[config.mk]
export PLATFORM = sky130hd
export DESIGN_NAME = external_bus_pin_interface
export DESIGN_NICKNAME = d
export VERILOG_FILES = /design/src/include/ext_bus_pkg.sv /design/src/hdl/external_bus_pin_interface.sv
export SDC_FILE = /design/constraint.sdc
export NUM_CORES = 1
export LEC_CHECK = 0
export BUFFER_PORTS_ARGS = -buffer_cell sky130_fd_sc_hd__buf_2
export CAP_MARGIN = 20
export CELL_PAD_IN_SITES_DETAIL_PLACEMENT = 0
export CELL_PAD_IN_SITES_GLOBAL_PLACEMENT = 1
export CORE_MARGIN = 8
export CORE_UTILIZATION = 38
export CTS_BUF_LIST = sky130_fd_sc_hd__clkbuf_4
export CTS_CLUSTER_SIZE = 28
export DETAILED_ROUTE_END_ITERATION = 7
export PLACE_DENSITY_LB_ADDON = 0.1
export SYNTH_ARGS = -nofsm -noshare
export SYNTH_HDL_FRONTEND = slang
export SYNTH_SLANG_ARGS = --single-unit
[constraint.sdc]
create_clock -name clk_sys -period 1.8 [get_ports clk_sys]
set_clock_uncertainty 0.1 [all_clocks]
set_input_delay 0.09 -clock clk_sys [delete_from_list [all_inputs] [get_ports clk_sys]]
set_output_delay 0.09 -clock clk_sys [all_outputs]
set_load 0.005 [all_outputs]
[src/include/ext_bus_pkg.sv]
// package: constants and carrier types for the external bus pin interface
package ext_bus_pkg;
	localparam int ADDR_W = 24;
	localparam int DATA_W = 16;
	localparam int BYTE_W = 8;
	localparam int NUM_SEL = 3;
	localparam int WAIT_W = 4;
	localparam logic [WAIT_W-1:0] WAIT_DEFAULT = 4'h1;
	localparam logic [ADDR_W-1:0] AREA_BASE_0 = 24'h01_0000;
	localparam logic [ADDR_W-1:0] AREA_MASK_0 = 24'hFF_0000;
	localparam logic [ADDR_W-1:0] AREA_BASE_1 = 24'h20_0000;
	localparam logic [ADDR_W-1:0] AREA_MASK_1 = 24'hF0_0000;
	localparam logic [ADDR_W-1:0] AREA_BASE_2 = 24'h80_0000;
	localparam logic [ADDR_W-1:0] AREA_MASK_2 = 24'h80_0000;
	localparam logic [ADDR_W-1:0] INTERNAL_LIMIT = 24'h00_1000;

	typedef enum logic [1:0] {
		CYC_READ,
		CYC_WRITE,
		CYC_DUMMY
	} cycle_kind_type;

	typedef struct packed {
		cycle_kind_type kind;
		logic [ADDR_W-1:0] addr;
		logic [DATA_W-1:0] wdata;
		logic [1:0] byte_en;
	} bus_req_type;

	typedef struct packed {
		logic read_n;
		logic write_lo_n;
		logic upper_byte_write_strobe_n;
		logic dir_read;
		logic row_strobe_n;
		logic [NUM_SEL-1:0] select_n;
	} strobe_type;

	localparam strobe_type STROBE_IDLE = '{
		read_n: 1'b1,
		write_lo_n: 1'b1,
		upper_byte_write_strobe_n: 1'b1,
		dir_read: 1'b1,
		row_strobe_n: 1'b1,
		select_n: 3'h7
	};
endpackage : ext_bus_pkg

[src/hdl/external_bus_pin_interface.sv]
// module: external bus pin driver with wait stretch and bus hold handshake
// How it works
// - read strobe goes low in the data phase of every external read cycle.
// - low write strobe pulses when writing the lower data byte.
// - upper write strobe pulses when writing the upper data byte.
// - wait input held low stretches the current bus cycle.
// - float all bus and select pins first, then pull grant low.
// - direction output high for read and dummy cycles, low for writes.
// - row strobe latches the row address during dram accesses.
// - select zero goes low while the address is inside its area.
// - in dram mode select zero pin carries the column strobe instead.
// - outside master must not reach internal memory; such accesses unserved.
// - selects one and two behave alike, with column strobes in dram mode.
`timescale 1ns/1ps
module external_bus_pin_interface #(
	parameter logic [ext_bus_pkg::WAIT_W-1:0] WAIT_CYCLES = ext_bus_pkg::WAIT_DEFAULT
) (
	// clock and reset
	input wire logic clk_sys,
	input wire logic reset_n,
	input wire logic clk_en,
	// configuration
	input wire logic [ext_bus_pkg::NUM_SEL-1:0] dram_mode,
	// internal request side
	input wire logic req_valid,
	input wire ext_bus_pkg::bus_req_type req,
	output logic req_ready,
	output logic done,
	output logic [ext_bus_pkg::DATA_W-1:0] rdata,
	// outside pins
	input wire logic wait_n,
	input wire logic bus_hold_request_n,
	output logic bus_hold_grant_n,
	output ext_bus_pkg::strobe_type strobe,
	output logic strobe_oe,
	output logic [ext_bus_pkg::ADDR_W-1:0] address_lines,
	output logic address_oe,
	input wire logic [ext_bus_pkg::DATA_W-1:0] muxed_addr_data_bus_in,
	output logic [ext_bus_pkg::DATA_W-1:0] muxed_addr_data_bus_out,
	output logic muxed_addr_data_bus_oe,
	// internal access attempted by outside master while granted
	input wire logic [ext_bus_pkg::ADDR_W-1:0] foreign_addr,
	input wire logic foreign_valid,
	output logic foreign_refused
);
	typedef enum {
		ST_IDLE,
		ST_ADDR,
		ST_DATA,
		ST_FLOAT,
		ST_HELD
	} state_type;

	state_type state;
	ext_bus_pkg::bus_req_type cur;
	logic [ext_bus_pkg::WAIT_W-1:0] wait_cnt;
	logic [2:0] wait_sync;
	logic [2:0] hold_sync;
	logic wait_level;
	logic hold_level;
	logic [ext_bus_pkg::NUM_SEL-1:0] in_area;
	logic [ext_bus_pkg::ADDR_W-1:0] area_base [ext_bus_pkg::NUM_SEL];
	logic [ext_bus_pkg::ADDR_W-1:0] area_mask [ext_bus_pkg::NUM_SEL];
	logic is_dram;

	assign area_base[0] = ext_bus_pkg::AREA_BASE_0;
	assign area_base[1] = ext_bus_pkg::AREA_BASE_1;
	assign area_base[2] = ext_bus_pkg::AREA_BASE_2;
	assign area_mask[0] = ext_bus_pkg::AREA_MASK_0;
	assign area_mask[1] = ext_bus_pkg::AREA_MASK_1;
	assign area_mask[2] = ext_bus_pkg::AREA_MASK_2;

	// ------------------------------------------------------------
	// pin synchronisers
	// ------------------------------------------------------------
	// a change counts once the second and third stages agree
	always_ff @(posedge clk_sys or negedge reset_n) begin
		if (!reset_n) begin
			wait_sync <= 3'h7;
			hold_sync <= 3'h7;
			wait_level <= 1'b1;
			hold_level <= 1'b1;
		end else if (clk_en) begin
			wait_sync <= {wait_sync[1:0], wait_n};
			hold_sync <= {hold_sync[1:0], bus_hold_request_n};
			if (wait_sync[1] == wait_sync[2]) begin
				wait_level <= wait_sync[2];
			end
			if (hold_sync[1] == hold_sync[2]) begin
				hold_level <= hold_sync[2];
			end
		end
	end

	// ------------------------------------------------------------
	// area decode
	// ------------------------------------------------------------
	genvar gi;
	generate
		for (gi = 0; gi < ext_bus_pkg::NUM_SEL; gi++) begin : g_area
			assign in_area[gi] = ((cur.addr & area_mask[gi]) == area_base[gi]);
		end
	endgenerate
	assign is_dram = |(in_area & dram_mode);

	// ------------------------------------------------------------
	// cycle sequencer
	// ------------------------------------------------------------
	always_ff @(posedge clk_sys or negedge reset_n) begin
		if (!reset_n) begin
			state <= ST_IDLE;
			cur <= '0;
			wait_cnt <= '0;
		end else if (clk_en) begin
			case (state)
				ST_IDLE: begin
					if (!hold_level) begin
						state <= ST_FLOAT;
					end else if (req_valid) begin
						cur <= req;
						state <= ST_ADDR;
					end
				end
				ST_ADDR: begin
					wait_cnt <= WAIT_CYCLES;
					state <= ST_DATA;
				end
				ST_DATA: begin
					if (wait_cnt != '0) begin
						wait_cnt <= wait_cnt - 1'b1;
					end else if (wait_level) begin
						state <= ST_IDLE;
					end
				end
				ST_FLOAT: begin
					state <= ST_HELD;
				end
				ST_HELD: begin
					if (hold_level) begin
						state <= ST_IDLE;
					end
				end
				default: begin
					state <= ST_IDLE;
				end
			endcase
		end
	end

	// ------------------------------------------------------------
	// strobes and direction
	// ------------------------------------------------------------
	always_ff @(posedge clk_sys or negedge reset_n) begin
		if (!reset_n) begin
			strobe <= ext_bus_pkg::STROBE_IDLE;
		end else if (clk_en) begin
			strobe <= ext_bus_pkg::STROBE_IDLE;
			if (state == ST_ADDR || state == ST_DATA) begin
				strobe.dir_read <= (cur.kind != ext_bus_pkg::CYC_WRITE);
				for (int i = 0; i < ext_bus_pkg::NUM_SEL; i++) begin
					// dram selects carry column strobe in data phase only
					if (dram_mode[i]) begin
						strobe.select_n[i] <= !(in_area[i] && state == ST_DATA);
					end else begin
						strobe.select_n[i] <= !in_area[i];
					end
				end
				strobe.row_strobe_n <= !is_dram;
			end
			if (state == ST_DATA && cur.kind == ext_bus_pkg::CYC_READ) begin
				strobe.read_n <= 1'b0;
			end
			if (state == ST_DATA && cur.kind == ext_bus_pkg::CYC_WRITE) begin
				strobe.write_lo_n <= !cur.byte_en[0];
				strobe.upper_byte_write_strobe_n <= !cur.byte_en[1];
			end
		end
	end

	// ------------------------------------------------------------
	// pin drive and handshake
	// ------------------------------------------------------------
	always_ff @(posedge clk_sys or negedge reset_n) begin
		if (!reset_n) begin
			strobe_oe <= 1'b1;
			address_oe <= 1'b1;
			muxed_addr_data_bus_oe <= 1'b0;
			bus_hold_grant_n <= 1'b1;
			address_lines <= '0;
			muxed_addr_data_bus_out <= '0;
		end else if (clk_en) begin
			// enables drop a cycle before grant, so no overlap with the outside master
			strobe_oe <= (state != ST_FLOAT && state != ST_HELD);
			address_oe <= (state != ST_FLOAT && state != ST_HELD);
			bus_hold_grant_n <= !(state == ST_HELD && !hold_level);
			address_lines <= cur.addr;
			if (state == ST_ADDR) begin
				muxed_addr_data_bus_out <= cur.addr[ext_bus_pkg::DATA_W-1:0];
				muxed_addr_data_bus_oe <= 1'b1;
			end else if (state == ST_DATA && cur.kind == ext_bus_pkg::CYC_WRITE) begin
				muxed_addr_data_bus_out <= cur.wdata;
				muxed_addr_data_bus_oe <= 1'b1;
			end else begin
				muxed_addr_data_bus_oe <= 1'b0;
			end
		end
	end

	// ------------------------------------------------------------
	// request side answers
	// ------------------------------------------------------------
	always_ff @(posedge clk_sys or negedge reset_n) begin
		if (!reset_n) begin
			req_ready <= 1'b0;
			done <= 1'b0;
			rdata <= '0;
			foreign_refused <= 1'b0;
		end else if (clk_en) begin
			req_ready <= (state == ST_IDLE) && hold_level && !req_valid;
			done <= 1'b0;
			if (state == ST_DATA && wait_cnt == '0 && wait_level) begin
				done <= 1'b1;
				if (cur.kind == ext_bus_pkg::CYC_READ) begin
					rdata <= muxed_addr_data_bus_in;
				end
			end
			// internal space is never served to the outside master
			foreign_refused <= (state == ST_HELD) && foreign_valid &&
				(foreign_addr < ext_bus_pkg::INTERNAL_LIMIT);
		end
	end

	// ------------------------------------------------------------
	// checks
	// ------------------------------------------------------------
	a_read_strobe_kind: assert property (@(posedge clk_sys) disable iff (!reset_n)
		!strobe.read_n |-> strobe.dir_read)
		else $error("read strobe during write cycle");
	a_write_lo_dir: assert property (@(posedge clk_sys) disable iff (!reset_n)
		!strobe.write_lo_n |-> !strobe.dir_read)
		else $error("low write strobe without write direction");
	a_write_hi_dir: assert property (@(posedge clk_sys) disable iff (!reset_n)
		!strobe.upper_byte_write_strobe_n |-> !strobe.dir_read && strobe.read_n)
		else $error("upper write strobe outside write cycle");
	a_wait_stretch: assert property (@(posedge clk_sys) disable iff (!reset_n || !clk_en)
		(state == ST_DATA && wait_cnt == '0 && !wait_level) |=> state == ST_DATA)
		else $error("cycle ended while wait held");
	a_float_first: assert property (@(posedge clk_sys) disable iff (!reset_n)
		!bus_hold_grant_n |-> !strobe_oe && !address_oe && !muxed_addr_data_bus_oe)
		else $error("grant while pins still driven");
	a_grant_after_hold: assert property (@(posedge clk_sys) disable iff (!reset_n)
		$fell(bus_hold_grant_n) |-> $past(state) == ST_HELD && !$past(hold_level))
		else $error("grant without request");
	a_direction_write: assert property (@(posedge clk_sys) disable iff (!reset_n || !clk_en)
		(state == ST_DATA && cur.kind == ext_bus_pkg::CYC_WRITE) |=> !strobe.dir_read)
		else $error("direction high during write");
	a_select_area: assert property (@(posedge clk_sys) disable iff (!reset_n || !clk_en)
		(state == ST_ADDR && !dram_mode[0]) |=> strobe.select_n[0] == !$past(in_area[0]))
		else $error("select zero mismatches area");
	a_column_late: assert property (@(posedge clk_sys) disable iff (!reset_n || !clk_en)
		(state == ST_ADDR && dram_mode[0]) |=> strobe.select_n[0])
		else $error("column strobe in address phase");
endmodule : external_bus_pin_interface

## Word level (Yosys, flattened, before mapping)

Index checks and enable logic that the tools add are counted.

- Add/subtract/negate cells: 1
- Multipliers: 0
- Div/mod/pow operators: 0
- $lt $le $gt $ge: 1
- Equality and inequality tests: 20
- Shift operators: 0
- Mux-type cells: 19
- Bitwise gates (word level): 1
- Reductions and logical operators: 41

Operators by type and width:

| cell | count |
|---|---|
| 32-bit 2-to-1 mux | 5 |
| 32-bit case mux with 5 select lines | 1 |
| 32-bit by 2-bit == test with 1-bit output, second input constant | 3 |
| 32-bit by 3-bit == test with 1-bit output, second input constant | 2 |
| 32-bit logical NOT | 2 |
| 32-bit by 1-bit == test with 1-bit output, second input constant | 1 |
| 32-bit by 4-bit == test with 1-bit output, second input constant | 1 |
| 16-bit 2-to-1 mux | 2 |
| 32-bit by 3-bit != test with 1-bit output, second input constant | 1 |
| 32-bit by 4-bit != test with 1-bit output, second input constant | 1 |
| 24-bit by 13-bit < comparator with 1-bit output, second input constant | 1 |
| 1-bit logical AND | 13 |
| 1-bit logical NOT | 12 |
| 8-bit by 1-bit == test with 1-bit output, second input constant | 1 |
| 2-bit != test, second input constant | 4 |
| 4-bit case mux with 2 select lines | 1 |
| 1-bit 2-to-1 mux | 7 |
| 2-bit AND reduction | 3 |
| 3-bit AND reduction | 2 |
| 5-bit 2-to-1 mux | 1 |
| 5-bit AND reduction | 1 |
| 4-bit by 2-bit == test with 1-bit output, second input constant | 1 |
| 4-bit logical NOT | 1 |
| 4-bit 2-to-1 mux | 1 |
| 13 further kinds | 15 |

- Bits in registers: 158
- Latch bits: 0
- Memory bits (writable): 0
- Memory bits (read-only): 0
- Bits of input ports: 94
- Word-level logic and storage cells: 108
- Memories: 0

## Logic depth before layout (Yosys ltp)

Gate-level depths: netlist (run 1).

- Depth after elaboration: 5
- Depth in mapped cells: 7
- Gate-level depth less buffers: 6

## Worst setup path before layout (run 1)

No wires, ideal clock.

- Path kind: register to register
- From: register wait_cnt[0] (netlist name)
- To: register rdata[10] (netlist name)
- Setup time: 0.125 ns
- Data arrival time: 1.642 ns
- Setup slack: -0.067 ns
- Stages on the path, launching flop included: 8
- Buffers on the path: 1
- Path through: dfrtp_1 inv_1 ha_1 or3b_4 nor2_8 nand2_4 buf_6 mux2_4

- Cells in the longest elaborated chain, start to end: 4

Ends and longest elaborated chain:

| what | RTL line | source |
|---|---|---|
| start: declaration | external_bus_pin_interface.sv:56 | `logic [ext_bus_pkg::WAIT_W-1:0] wait_cnt;` |
| start signal: assignment | external_bus_pin_interface.sv:130 | `wait_cnt <= wait_cnt - 1'b1;` |
| 4-bit logical NOT | external_bus_pin_interface.sv:221 | `if (state == ST_DATA && wait_cnt == '0 && wait_level) begin` |
| 1-bit logical AND (2 in a row) | external_bus_pin_interface.sv:221 |  |
| 3-bit AND reduction (no line) | n/a |  |
| end signal: assignment | external_bus_pin_interface.sv:224 | `rdata <= muxed_addr_data_bus_in;` |
| end: declaration | external_bus_pin_interface.sv:29 | `output logic [ext_bus_pkg::DATA_W-1:0] rdata,` |

No other way between the ends.
A chain may end at the register's enable or synchronous reset.

## Final worst setup path (run 1)

- From: register wait_cnt[0] (netlist name)
- To: register rdata[8] (netlist name)

The elaborated chain is that of the path after synthesis.

==> run_summary.xml, run 1 <==
<?xml version="1.0" encoding="UTF-8"?>
<metrics>
  <group name="critical_path">
    <metric name="path_class" unit="">reg2reg</metric>
    <metric name="crit_path_max_fanout" unit="">8</metric>
    <metric name="timing.critical_path.from_type" unit="">register</metric>
    <metric name="internal_reg_to_reg_setup_slack" unit="ns">-0.03</metric>
    <metric name="critical_path.reg2reg.startpoint" unit="">wait_cnt[0]</metric>
    <metric name="crit_path_end_kind" unit="">register</metric>
    <metric name="worstSetupStartpoint" unit="">wait_cnt[0]</metric>
    <metric name="cp.arrival" unit="ns">2.15</metric>
    <metric name="crit_end" unit="">rdata[8]</metric>
    <metric name="reg2reg_depth" unit="">6</metric>
    <metric name="worst_ep_required_time" unit="ns">2.12</metric>
    <metric name="rr_endpoint" unit="">rdata[8]</metric>
  </group>
  <group name="sta">
    <metric name="worst_max_slew_margin_expressed_relative_to_the_limit" unit="%">64.50</metric>
    <metric name="max_clock_freq" unit="GHz">0.5465</metric>
    <metric name="report.final.setup_viol" unit="">24</metric>
    <metric name="postLayoutSetupSlackWorst" unit="ns">-0.02967</metric>
    <metric name="finalHoldViolCount" unit="">0</metric>
    <metric name="report.final.slew_viol_count" unit="">0</metric>
    <metric name="timing_worst_slew_pin_value" unit="ns">0.5251</metric>
    <metric name="layout_min_cycle_time" unit="ns">1.830</metric>
    <metric name="post-route-period-util" unit="%">101.6</metric>
    <metric name="grt_setup_unrepaired" unit="">true</metric>
  </group>
  <group name="placed_design">
    <metric name="place.detailed.hpwl" unit="µm">9426</metric>
    <metric name="post-place-cells" unit="">737</metric>
    <metric name="buffers_added_on_ports" unit="">152</metric>
    <metric name="place_congestion" unit="">0.7435</metric>
    <metric name="place_worst_setup_slack" unit="ns">-0.06988</metric>
  </group>
  <group name="layout">
    <metric name="final_net_count" unit="">757</metric>
    <metric name="non_filler_instance_count_after_layout" unit="">855</metric>
    <metric name="layout-area-overhead-vs-synth" unit="%">47.53</metric>
    <metric name="post_route_cells_drive_above_1_share" unit="%">49.85</metric>
    <metric name="layout.filler_cells" unit="">1164</metric>
  </group>
  <group name="grt">
    <metric name="grt_usage" unit="%">16.05</metric>
    <metric name="number_of_antenna_violations_at_the_first_check_in_global_routing" unit="">1</metric>
    <metric name="grt_max_degree" unit="">38</metric>
    <metric name="first_global_vias" unit="">4386</metric>
    <metric name="grt_overflow_total" unit="">0</metric>
    <metric name="grt_pass1_wl" unit="µm">23000</metric>
  </group>
  <group name="outcome">
    <metric name="outcome" unit="">complete, but fails checks</metric>
    <metric name="failed_checks" unit="">negative setup slack</metric>
  </group>
  <group name="clocking">
    <metric name="clock_insertion_delay_at_the_later_pin_of_the_skew_report" unit="ns">0.54</metric>
    <metric name="clk_transition_reported_paths" unit="ns">0.11</metric>
    <metric name="clockBufferDepth" unit="">2</metric>
    <metric name="cts_buffer_count" unit="">17</metric>
    <metric name="clockRootBuffer" unit="">clkbuf_4</metric>
    <metric name="cts_tree" unit="">done</metric>
    <metric name="h_tree_level_count" unit="">4</metric>
    <metric name="cts_num_sinks" unit="">129</metric>
  </group>
  <group name="detailed_routing">
    <metric name="drtIter0Drc" unit="">143</metric>
    <metric name="via_count" unit="">4030</metric>
    <metric name="routed_wire_length_per_instance" unit="µm">17.07</metric>
    <metric name="routed_wl" unit="µm">14590</metric>
    <metric name="detail_route.vias_per_cell" unit="">4.713</metric>
    <metric name="route.detailed.drc" unit="">0</metric>
    <metric name="final_antenna_net_count" unit="">0</metric>
    <metric name="dr_pass1_iterations" unit="">4</metric>
  </group>
  <group name="yosys">
    <metric name="post_synthesis_sequential_area_ratio" unit="%">60.26</metric>
    <metric name="syn_area" unit="µm²">5394</metric>
    <metric name="post_synth_num_cell_types" unit="">46</metric>
    <metric name="synthesis.instances" unit="">397</metric>
    <metric name="total_of_warnings_raised_by_yosys" unit="">0</metric>
    <metric name="postSynthNetCount" unit="">493</metric>
    <metric name="synth-seq-cells" unit="">129</metric>
    <metric name="synth_area_per_cell" unit="µm²">13.59</metric>
  </group>
  <group name="floorplan">
    <metric name="floorplan.rows" unit="">43</metric>
    <metric name="initial_core_utilization" unit="%">38.86</metric>
    <metric name="fp.dieArea" unit="µm²">18260</metric>
    <metric name="floorplan.core_area" unit="µm²">13880</metric>
    <metric name="num_io_pins" unit="">165</metric>
    <metric name="width_of_the_die" unit="µm">135.1</metric>
    <metric name="die_span_y" unit="µm">135.1</metric>
  </group>
  <group name="power_and_ir_drop">
    <metric name="static-leakage-power" unit="nW">3.835</metric>
    <metric name="power_per_cell_area" unit="nW/µm²">1468</metric>
    <metric name="vdd.ir_drop.worst" unit="mV">0.6975</metric>
  </group>
  <group name="min_path">
    <metric name="hp-class" unit="">in2async</metric>
  </group>
  <group name="flow_run">
    <metric name="drv.max_cap_violation_count" unit="">0</metric>
  </group>
</metrics>
==> per-layer routing <==
metal,wire [µm],vias up,track usage [%]
li1,-,1942,-
met1,6366,1958,19.14
met2,7105,113,26.30
met3,918,17,5.898
met4,201,0,5.305
met5,0,-,0
==> critical path, cell delays in order, from the launching register on <==
cell and delay [ns]:
dfrtp_1 0.42, inv_2 0.07, ha_1 0.13, or3b_4 0.41, nor2_8 0.16, nand2_8 0.11
mux2_4 0.32
==> registers in the layout, indices dropped and copies added (netlist names), 4 cells and up <==
register and count:
muxed_addr_data_bus_out 16, wait_cnt 4, strobe 8, rdata 16, cur 44, address_lines 24
==> kinds of logic (layout without fill, tap and decap cells) <==
logic type	after synthesis	after routing	synth area share, %
other cells	0	1	0
buf+inv	32	308	3.317
simple gates	71	72	7.122
flops	129	129	60.26
compound gates	57	57	6.403
fa+ha+maj	2	2	0.4639
mux	106	106	22.43
==> what timing repair did <==
item / 4_1_cts / 5_1_grt
hold buffers: 77 / 2
setup buffers: 1 / 1
setup endpoints to repair: 38 / 67
pin swaps: 1 / 2
cloned: 2 / 3
endpoints found under the hold margin: 207 / 1
gates resized for setup: 6 / 49
==> power by group <==
part	leakage (nW)	internal [W]	switching, W	total (W)
Sequential	1.57	0.00420	0.000799	0.00500
Clock	0.164	0.00109	0.00106	0.00215
Combinational	2.10	0.00272	0.00181	0.00453
==> worst min path at each step <==
stage               depth (start not counted)    start                to
global route                                2  reset_n         strobe[4]
finish                                      2  reset_n         strobe[4]
floorplan                                   0  reset_n  address_lines[0]
detailed placement                          1  reset_n   foreign_refused
global placement                            1  reset_n   foreign_refused
CTS                                         2  reset_n         strobe[4]
==> per-stage QoR <==
stage | instance area [µm²] | util (%) | total power, W | TNS (ns) | hold WS (ns)
5_1_grt | 7958 | 57.33 | 0.01250 | -2.251 | 0.1490
6_report | 7958 | 57.33 | 0.01168 | -0.2662 | 0.1501
2_1_floorplan | 5398 | - | 0.007133 | -0.4932 | -0.3056
3_5_place_dp | 6549 | 47.18 | 0.008935 | -0.8341 | -0.04673
3_3_place_gp | 6549 | 47.18 | 0.008796 | -0.3260 | -0.04889
4_1_cts | 7685 | 55.36 | 0.01134 | -0.2316 | 0.1196
==> Yosys cell counts, drive strengths merged <==
library cell  count  share of area (%)
inv              10               0.70
nand2b            4               0.46
o41ai             1               0.16
nand2            23                1.7
and4              1               0.16
a22o              2               0.32
mux2i            17                3.2
dfrtp           111                 51
nor2             22                1.8
a31oi             5               0.58
o22ai             1               0.12
a21oi             5               0.46
a32o              2               0.37
ha                2               0.46
or3b              1               0.21
mux2             89                 19
nor3              3               0.28
o211ai            1               0.14
o2bb2ai           2               0.32
a221oi            1               0.16
nor4b             2               0.32
a211o             1               0.16
dfstp            18                8.8
nand3             4               0.37
a41oi             1               0.16
o31ai             2               0.28
nand4bb           1               0.21
o21ai            31                2.9
buf              14                2.1
nor4              3               0.35
clkbuf            8               0.56
or4               1               0.14
a21o              1               0.14
a22oi             1               0.14
and3              1               0.12
nor3b             3               0.60
and2b             1               0.14
and4b             1               0.19
==> cell type report <==
cell class                 instances  area, µm²  area share [%]
tap                              180      225.2           2.830
clock inverter                    14      170.2           2.138
antenna                            1      2.502         0.03145
timing repair buffer             266       1966           24.70
clock buffer                      18      135.1           1.698
inverter                          10      37.54          0.4717
multi-input combinational        237       2170           27.26
sequential                       129       3252           40.86
==> cells in the final DEF (no fill, tap or decap), types with 2 or more instances in the layout <==
cell,synthesis,routed
o21ai_0,27,27
buf_2,5,151
a21oi_1,5,5
nand2_1,22,21
a22o_1,2,2
nand3_1,4,4
buf_12,0,6
clkbuf_16,0,3
nand2b_1,4,4
a32o_1,2,2
mux2_4,10,54
nor3_1,3,3
clkinv_1,0,5
ha_1,2,2
dfrtp_1,111,110
nor4b_1,2,2
mux2i_1,17,17
clkbuf_4,0,18
nor4_1,3,3
o31ai_1,2,2
o2bb2ai_1,2,2
mux2_2,74,35
nor2_1,21,20
dlygate4sd3_1,0,78
bufinv_16,0,4
dfstp_2,18,18
clkinv_2,0,3
inv_2,0,3
a31oi_1,5,5
o21ai_1,4,4
inv_1,10,7
buf_4,4,26
No activity file was read; power rests on OpenSTA's default activity.
==> run 2: changes to the inputs <==
--- a/config.mk
+++ b/config.mk
@@ -9,6 +9,7 @@
 export CAP_MARGIN = 20
 export CELL_PAD_IN_SITES_DETAIL_PLACEMENT = 0
 export CELL_PAD_IN_SITES_GLOBAL_PLACEMENT = 1
+export CORE_ASPECT_RATIO = 0.8
 export CORE_MARGIN = 8
 export CORE_UTILIZATION = 38
 export CTS_BUF_LIST = sky130_fd_sc_hd__clkbuf_4
==> run 2 against run 1 <==
Compared with the run above:
- the run still ends with negative setup slack left
- non-clock buffer count down 2
- critical endpoint is now rdata[7]
- critical path depth unchanged
- first-iteration DRC count fell by 22%
- critical path type unchanged
- combinational power fell by 9.1%
- die area increased by 0.13%
- sequential power decreased by 0.8%
- wire length down 5.4%
- largest cell class unchanged
- power fell by 1.2%
==> run_summary.xml, run 2 (synthesized netlist as in run 1, its figures left out) <==
<?xml version="1.0" encoding="UTF-8"?>
<metrics>
  <group name="outcome">
    <metric name="outcome" unit="">complete, but fails checks</metric>
    <metric name="failed_checks" unit="">negative setup slack</metric>
  </group>
  <group name="critical_path">
    <metric name="cp.arrival" unit="ns">2.12</metric>
    <metric name="internal_reg_to_reg_setup_slack" unit="ns">-0.007</metric>
    <metric name="cp_cell_sequence" unit="">inv_2 &gt; ha_1 &gt; or3b_4 &gt; nor2_8 &gt; nand2_4 &gt; mux2_4</metric>
    <metric name="critical_path.reg2reg.startpoint" unit="">wait_cnt[0]</metric>
    <metric name="worst_ep_required_time" unit="ns">2.12</metric>
    <metric name="rr_endpoint" unit="">rdata[7]</metric>
    <metric name="timing.critical_path.from_type" unit="">register</metric>
    <metric name="crit_path_max_fanout" unit="">8</metric>
    <metric name="critical-path-max-stage-delay" unit="ns">0.41</metric>
    <metric name="worst_path_max_delay_cell" unit="">or3b_4</metric>
    <metric name="path_class" unit="">reg2reg</metric>
    <metric name="crit_path_end_kind" unit="">register</metric>
    <metric name="reg2reg_depth" unit="">6</metric>
  </group>
  <group name="grt">
    <metric name="grt_max_degree" unit="">74</metric>
    <metric name="grt_pass1_wl" unit="µm">21750</metric>
    <metric name="grt_overflow_total" unit="">0</metric>
    <metric name="number_of_antenna_violations_at_the_first_check_in_global_routing" unit="">0</metric>
    <metric name="grt_usage" unit="%">15.11</metric>
    <metric name="first_global_vias" unit="">4262</metric>
  </group>
  <group name="layout">
    <metric name="largest_registers" unit="">cur x44, address_lines x24</metric>
    <metric name="regMostFlops" unit="">cur</metric>
    <metric name="postLayoutCellArea" unit="µm²">7800</metric>
    <metric name="final_net_count" unit="">755</metric>
    <metric name="number_of_flip_flops_under_the_largest_register_name" unit="">44</metric>
    <metric name="layout-area-overhead-vs-synth" unit="%">44.61</metric>
    <metric name="most_frequent_standard_cell_in_the_layout_excluding_fill_and_tap_cells" unit="">buf_2</metric>
    <metric name="layout.cells.most_common_list" unit="">buf_2, dfrtp_1, dlygate4sd3_1, mux2_2</metric>
    <metric name="post_route_cells_drive_above_1_share" unit="%">49.40</metric>
    <metric name="diodes" unit="">0</metric>
  </group>
  <group name="power_and_ir_drop">
    <metric name="static-leakage-power" unit="nW">3.710</metric>
    <metric name="sequentialPowerShare" unit="%">43.0</metric>
    <metric name="power_report.internal_total" unit="W">0.007948</metric>
    <metric name="p_comb_share" unit="%">35.7</metric>
    <metric name="netSwitchingFraction" unit="%">31.11</metric>
    <metric name="power_per_cell_area" unit="nW/µm²">1479</metric>
    <metric name="netSwitchingPower" unit="W">0.003589</metric>
    <metric name="power_frac_clock" unit="%">21.3</metric>
    <metric name="vdd.ir_drop.worst" unit="mV">0.7076</metric>
  </group>
  <group name="sta">
    <metric name="postLayoutSetupSlackWorst" unit="ns">-0.006625</metric>
    <metric name="grt_setup_unrepaired" unit="">true</metric>
    <metric name="report.final.setup_viol" unit="">5</metric>
    <metric name="finalHoldViolCount" unit="">0</metric>
    <metric name="post-route-period-util" unit="%">100.4</metric>
    <metric name="worst_max_slew_margin_expressed_relative_to_the_limit" unit="%">67.43</metric>
    <metric name="timing_worst_slew_pin_value" unit="ns">0.4818</metric>
    <metric name="max_clock_freq" unit="GHz">0.5535</metric>
    <metric name="report.final.slew_viol_count" unit="">0</metric>
    <metric name="layout_min_cycle_time" unit="ns">1.807</metric>
  </group>
  <group name="clocking">
    <metric name="cts_tree" unit="">done</metric>
    <metric name="clockBufferDepth" unit="">2</metric>
    <metric name="clk_transition_reported_paths" unit="ns">0.12</metric>
    <metric name="clock_insertion_delay_at_the_later_pin_of_the_skew_report" unit="ns">0.52</metric>
    <metric name="h_tree_level_count" unit="">4</metric>
    <metric name="cts_num_sinks" unit="">129</metric>
    <metric name="cts_buffer_count" unit="">17</metric>
    <metric name="clockRootBuffer" unit="">clkbuf_4</metric>
  </group>
  <group name="detailed_routing">
    <metric name="detail_route.vias_per_cell" unit="">4.696</metric>
    <metric name="dr_pass1_iterations" unit="">5</metric>
    <metric name="routed_wl" unit="µm">13810</metric>
    <metric name="route.detailed.drc" unit="">0</metric>
    <metric name="via_count" unit="">4020</metric>
    <metric name="final_antenna_net_count" unit="">0</metric>
    <metric name="routed_wire_length_per_instance" unit="µm">16.13</metric>
    <metric name="drtIter0Drc" unit="">112</metric>
  </group>
  <group name="floorplan">
    <metric name="die_span_y" unit="µm">122.6</metric>
    <metric name="width_of_the_die" unit="µm">149.2</metric>
    <metric name="fp.dieArea" unit="µm²">18290</metric>
    <metric name="initial_core_utilization" unit="%">38.38</metric>
    <metric name="floorplan.rows" unit="">39</metric>
    <metric name="num_io_pins" unit="">165</metric>
    <metric name="floorplan.core_area" unit="µm²">14050</metric>
  </group>
  <group name="flow_run">
    <metric name="drv.max_cap_violation_count" unit="">0</metric>
  </group>
  <group name="placed_design">
    <metric name="place_worst_setup_slack" unit="ns">-0.04476</metric>
    <metric name="place_congestion" unit="">0.7414</metric>
    <metric name="post_dp_cell_area" unit="µm²">6541</metric>
    <metric name="buffers_added_on_ports" unit="">152</metric>
    <metric name="place.detailed.hpwl" unit="µm">9204</metric>
  </group>
  <group name="min_path">
    <metric name="hp-start" unit="">req[0]</metric>
    <metric name="hold-path-endpoint" unit="">cur[0]</metric>
    <metric name="timing.hold.worst_path_depth" unit="">3</metric>
    <metric name="hp-class" unit="">in2reg</metric>
  </group>
</metrics>
==> run 2: cell type report <==
type / count / area, µm²
clock buffers: 17 / 127.6
inverters: 10 / 37.54
multi-input cells: 237 / 2014
clock inverters: 15 / 240.2
fillers: 1215 / 6254
flip-flops and latches: 129 / 3251
well taps: 184 / 230.2
repair buffers: 264 / 1899
==> run 2: power groups by stage <==
stage | Clock [W] | Combinational [W] | Sequential, W
floorplan | 0 | 0.00223 | 0.00491
CTS | 0.00255 | 0.00408 | 0.00496
finish | 0.00246 | 0.00412 | 0.00496
global placement | 0 | 0.00383 | 0.00497
detailed placement | 0 | 0.00392 | 0.00502
global route | 0.00267 | 0.00457 | 0.00515
==> run 2: worst max path at each step <==
stage                     start        end  slack, ns
global placement    wait_cnt[1]   rdata[5]      -0.01
CTS                 wait_cnt[0]   rdata[5]     -0.003
floorplan           wait_cnt[0]  rdata[10]      -0.05
detailed placement  wait_cnt[0]   rdata[5]      -0.04
global route        wait_cnt[0]  rdata[12]      -0.07
finish              wait_cnt[0]   rdata[7]     -0.007
==> run 2: per-stage QoR <==
step           instances  hold slack [ns]  utilization [%]  setup TNS [ns]  total power, W
2_1_floorplan        397          -0.3056                -         -0.4932        0.007133
3_3_place_gp         741          0.02348            46.55         -0.1372        0.008796
3_5_place_dp         741          0.02593            46.55         -0.5739        0.008939
4_1_cts              851           0.1595            54.79       -0.004812         0.01159
5_1_grt              856           0.1738            55.50          -1.186         0.01239
6_report             856           0.2224            55.50        -0.01978         0.01154
==> run 2: critical path, delay by kind of cell, from the launching register on <==
family / cells / cell delay [ns]
simple gates: 3 / 0.72
flops: 1 / 0.40
mux: 1 / 0.31
fa+ha+maj: 1 / 0.12
buf+inv: 1 / 0.06
==> run 2: routing by layer <==
| metal | track usage [%] | up-vias | share of wire [%] |
|---|---|---|---|
| met4 | 5.412 | 0 | 1.5 |
| met1 | 19.95 | 1942 | 48 |
| met3 | 5.343 | 14 | 6.4 |
| met2 | 22.66 | 116 | 45 |
| li1 | - | 1948 | - |
| met5 | 0 | - | 0 |
==> run 2: repair_timing <==
| action | in CTS | in global routing |
|---|---|---|
| buffers inserted | 0 | 1 |
| endpoints found under the hold margin | 209 | 1 |
| pin swaps | 0 | 2 |
| gates resized for setup | 3 | 7 |
| cloned | 0 | 3 |
| hold buffers | 78 | 2 |
| endpoints found under the setup margin | 41 | 47 |
==> run 3: changes to the inputs <==
--- a/config.mk
+++ b/config.mk
@@ -10,12 +10,13 @@
 export CELL_PAD_IN_SITES_DETAIL_PLACEMENT = 0
 export CELL_PAD_IN_SITES_GLOBAL_PLACEMENT = 1
 export CORE_ASPECT_RATIO = 0.8
-export CORE_MARGIN = 8
+export CORE_MARGIN = 4
 export CORE_UTILIZATION = 38
-export CTS_BUF_LIST = sky130_fd_sc_hd__clkbuf_4
+export CTS_BUF_LIST = sky130_fd_sc_hd__clkbuf_2 sky130_fd_sc_hd__clkbuf_4 sky130_fd_sc_hd__clkbuf_8
 export CTS_CLUSTER_SIZE = 28
 export DETAILED_ROUTE_END_ITERATION = 7
 export PLACE_DENSITY_LB_ADDON = 0.1
+export REMOVE_ABC_BUFFERS = 1
 export SYNTH_ARGS = -nofsm -noshare
 export SYNTH_HDL_FRONTEND = slang
 export SYNTH_SLANG_ARGS = --single-unit
==> run 3 against run 2 <==
Compared with the run above:
- the run now ends clean
- critical path depth fell by 1
- largest cell class unchanged
- clock power fell by 2%
- largest power group unchanged
- design area rose by 2.5%
- die area fell by 12%
- sequential cell count did not move
==> run_summary.xml, run 3 (synthesized netlist as in run 1, its figures left out) <==
<?xml version="1.0" encoding="UTF-8"?>
<metrics>
  <group name="floorplan">
    <metric name="floorplan.core_area" unit="µm²">13740</metric>
    <metric name="fp.dieArea" unit="µm²">16180</metric>
    <metric name="num_io_pins" unit="">165</metric>
    <metric name="floorplan.rows" unit="">38</metric>
    <metric name="width_of_the_die" unit="µm">141.2</metric>
    <metric name="die_span_y" unit="µm">114.6</metric>
    <metric name="initial_core_utilization" unit="%">39.26</metric>
  </group>
  <group name="sta">
    <metric name="report.final.setup_viol" unit="">0</metric>
    <metric name="max_clock_freq" unit="GHz">0.5582</metric>
    <metric name="layout_min_cycle_time" unit="ns">1.792</metric>
    <metric name="report.final.slew_viol_count" unit="">0</metric>
    <metric name="grt_setup_unrepaired" unit="">true</metric>
    <metric name="post-route-period-util" unit="%">99.53</metric>
    <metric name="timing.hold.ws" unit="ns">0.03418</metric>
    <metric name="timing_worst_slew_pin_value" unit="ns">0.4828</metric>
    <metric name="finalHoldViolCount" unit="">0</metric>
    <metric name="worst_max_slew_margin_expressed_relative_to_the_limit" unit="%">67.36</metric>
  </group>
  <group name="detailed_routing">
    <metric name="dr_pass1_iterations" unit="">5</metric>
    <metric name="route.detailed.drc" unit="">0</metric>
    <metric name="final_antenna_net_count" unit="">0</metric>
    <metric name="routed_wire_length_per_instance" unit="µm">16.24</metric>
    <metric name="via_count" unit="">4014</metric>
    <metric name="detail_route.vias_per_cell" unit="">4.722</metric>
    <metric name="routed_wl" unit="µm">13810</metric>
    <metric name="drtIter0Drc" unit="">190</metric>
  </group>
  <group name="layout">
    <metric name="layout-area-overhead-vs-synth" unit="%">48.25</metric>
    <metric name="largest_registers" unit="">cur x44, address_lines x24</metric>
    <metric name="diodes" unit="">0</metric>
    <metric name="postLayoutCellArea" unit="µm²">7996</metric>
    <metric name="most_frequent_standard_cell_in_the_layout_excluding_fill_and_tap_cells" unit="">buf_2</metric>
    <metric name="post_route_cells_drive_above_1_share" unit="%">50.75</metric>
    <metric name="number_of_flip_flops_under_the_largest_register_name" unit="">44</metric>
    <metric name="regMostFlops" unit="">cur</metric>
    <metric name="final_net_count" unit="">755</metric>
    <metric name="non_filler_instance_count_after_layout" unit="">850</metric>
    <metric name="layout.cells.most_common_list" unit="">buf_2, dfrtp_1, dlygate4sd3_1, mux2_4, mux2_2</metric>
  </group>
  <group name="placed_design">
    <metric name="post_dp_cell_area" unit="µm²">6546</metric>
    <metric name="buffers_added_on_ports" unit="">152</metric>
    <metric name="place.detailed.hpwl" unit="µm">8723</metric>
    <metric name="place_congestion" unit="">0.7519</metric>
    <metric name="post-place-cells" unit="">735</metric>
  </group>
  <group name="critical_path">
    <metric name="crit_path_end_kind" unit="">register</metric>
    <metric name="timing.critical_path.from_type" unit="">register</metric>
    <metric name="critPathBufInv" unit="">2</metric>
    <metric name="worst_ep_required_time" unit="ns">2.02</metric>
    <metric name="cp.arrival" unit="ns">2.01</metric>
    <metric name="cp_cell_sequence" unit="">inv_2 &gt; nor2_2 &gt; and4_4 &gt; buf_12 &gt; mux2_4</metric>
    <metric name="path_class" unit="">reg2reg</metric>
    <metric name="critical-path-max-stage-delay" unit="ns">0.54</metric>
    <metric name="cell_family_with_the_largest_share_of_critical_path_delay" unit="">flip-flops</metric>
    <metric name="worst_path_max_delay_cell" unit="">dfstp_2</metric>
    <metric name="crit_path_max_fanout" unit="">12</metric>
  </group>
  <group name="grt">
    <metric name="number_of_antenna_violations_at_the_first_check_in_global_routing" unit="">0</metric>
    <metric name="first_global_vias" unit="">4191</metric>
    <metric name="grt_pass1_wl" unit="µm">21470</metric>
    <metric name="grt_usage" unit="%">16.98</metric>
    <metric name="grt_overflow_total" unit="">0</metric>
    <metric name="grt_max_degree" unit="">45</metric>
  </group>
  <group name="power_and_ir_drop">
    <metric name="netSwitchingPower" unit="W">0.003619</metric>
    <metric name="power_report.internal_total" unit="W">0.008236</metric>
    <metric name="p_comb_share" unit="%">37.4</metric>
    <metric name="power_frac_clock" unit="%">20.3</metric>
    <metric name="vdd.ir_drop.worst" unit="mV">0.8503</metric>
    <metric name="sequentialPowerShare" unit="%">42.3</metric>
    <metric name="static-leakage-power" unit="nW">3.848</metric>
    <metric name="design_power_total" unit="W">0.01186</metric>
    <metric name="power_per_cell_area" unit="nW/µm²">1483</metric>
    <metric name="netSwitchingFraction" unit="%">30.53</metric>
  </group>
  <group name="min_path">
    <metric name="hp-class" unit="">in2async</metric>
  </group>
  <group name="clocking">
    <metric name="clk_transition_reported_paths" unit="ns">0.07</metric>
    <metric name="h_tree_level_count" unit="">4</metric>
    <metric name="cts_buffer_count" unit="">17</metric>
    <metric name="cts_num_sinks" unit="">129</metric>
    <metric name="clockRootBuffer" unit="">clkbuf_8</metric>
    <metric name="clockBufferDepth" unit="">2</metric>
    <metric name="cts_tree" unit="">done</metric>
    <metric name="clock_insertion_delay_at_the_later_pin_of_the_skew_report" unit="ns">0.43</metric>
  </group>
  <group name="flow_run">
    <metric name="drv.max_cap_violation_count" unit="">0</metric>
  </group>
  <group name="outcome">
    <metric name="outcome" unit="">finished, final reports clean</metric>
  </group>
</metrics>
==> run 3: changes by cell type in the layout (fill, tap and decap cells not counted), sizes merged <==
cell / delta
clkbuf: +8
bufinv: -4
clkinv: -3
dlygate4sd3: -3
buf: +2
clkinvlp: -2
==> run 3: what timing repair did <==
item / 4_1_cts / 5_1_grt
buffers inserted: 0 / 3
pin swaps: 0 / 1
gates resized for setup: 4 / 48
hold buffers: 76 / 0
gates cloned: 0 / 6
setup endpoints to repair: 61 / 64
hold endpoints to repair: 180 / 0
==> run 3: final timing paths <==
check                                      startpoint  cells after the start            to  slack, ns
setup / recovery                           hold_level                      5        cur[1]      0.008
hold / removal                                reset_n                      2       cur[20]       0.03
setup reg to reg                           hold_level                      5        cur[1]      0.008
hold reg to reg                                cur[1]                      1     strobe[5]       0.34
max in group asynchronous                     reset_n                      3  wait_sync[0]       0.91
min in group clk_sys       muxed_addr_data_bus_in[13]                      3     rdata[13]       0.31
==> run 3: layer usage <==
layer	GRT usage, %	share of wire [%]
met4	6.198	1.4
met5	0	0
met2	27.01	48
met3	4.927	4.6
met1	22.21	46
==> run 3: power groups by stage <==
stage	Sequential, W	Combinational, W	Clock (W)
after floorplan	0.00497	0.00204	0
after global placement	0.00497	0.00376	0
after detailed placement	0.00502	0.00382	0
after CTS	0.00498	0.00401	0.00249
after global routing	0.00519	0.00488	0.00261
final	0.00501	0.00444	0.00241
==> run 3: cell type report <==
cell class,count,area [µm²]
Fill cell,1137,5744
Sequential cell,129,3252
Multi-Input combinational cell,237,2160
Timing Repair Buffer,264,1946
Clock buffer,24,292.8
Tap cell,180,225.2
Clock inverter,6,83.83
Inverter,10,37.54
==> run 3: metrics by stage <==
stage | util, % | setup TNS [ns] | worst slack [ns]
final | 58.20 | 0 | 0.008461
after global routing | 58.20 | -1.719 | -0.06583
after CTS | 56.06 | -0.06590 | -0.01386
after detailed placement | 47.64 | -0.5078 | -0.04490
after global placement | 47.64 | -0.2929 | -0.02793
after floorplan | - | -42.15 | -0.7053
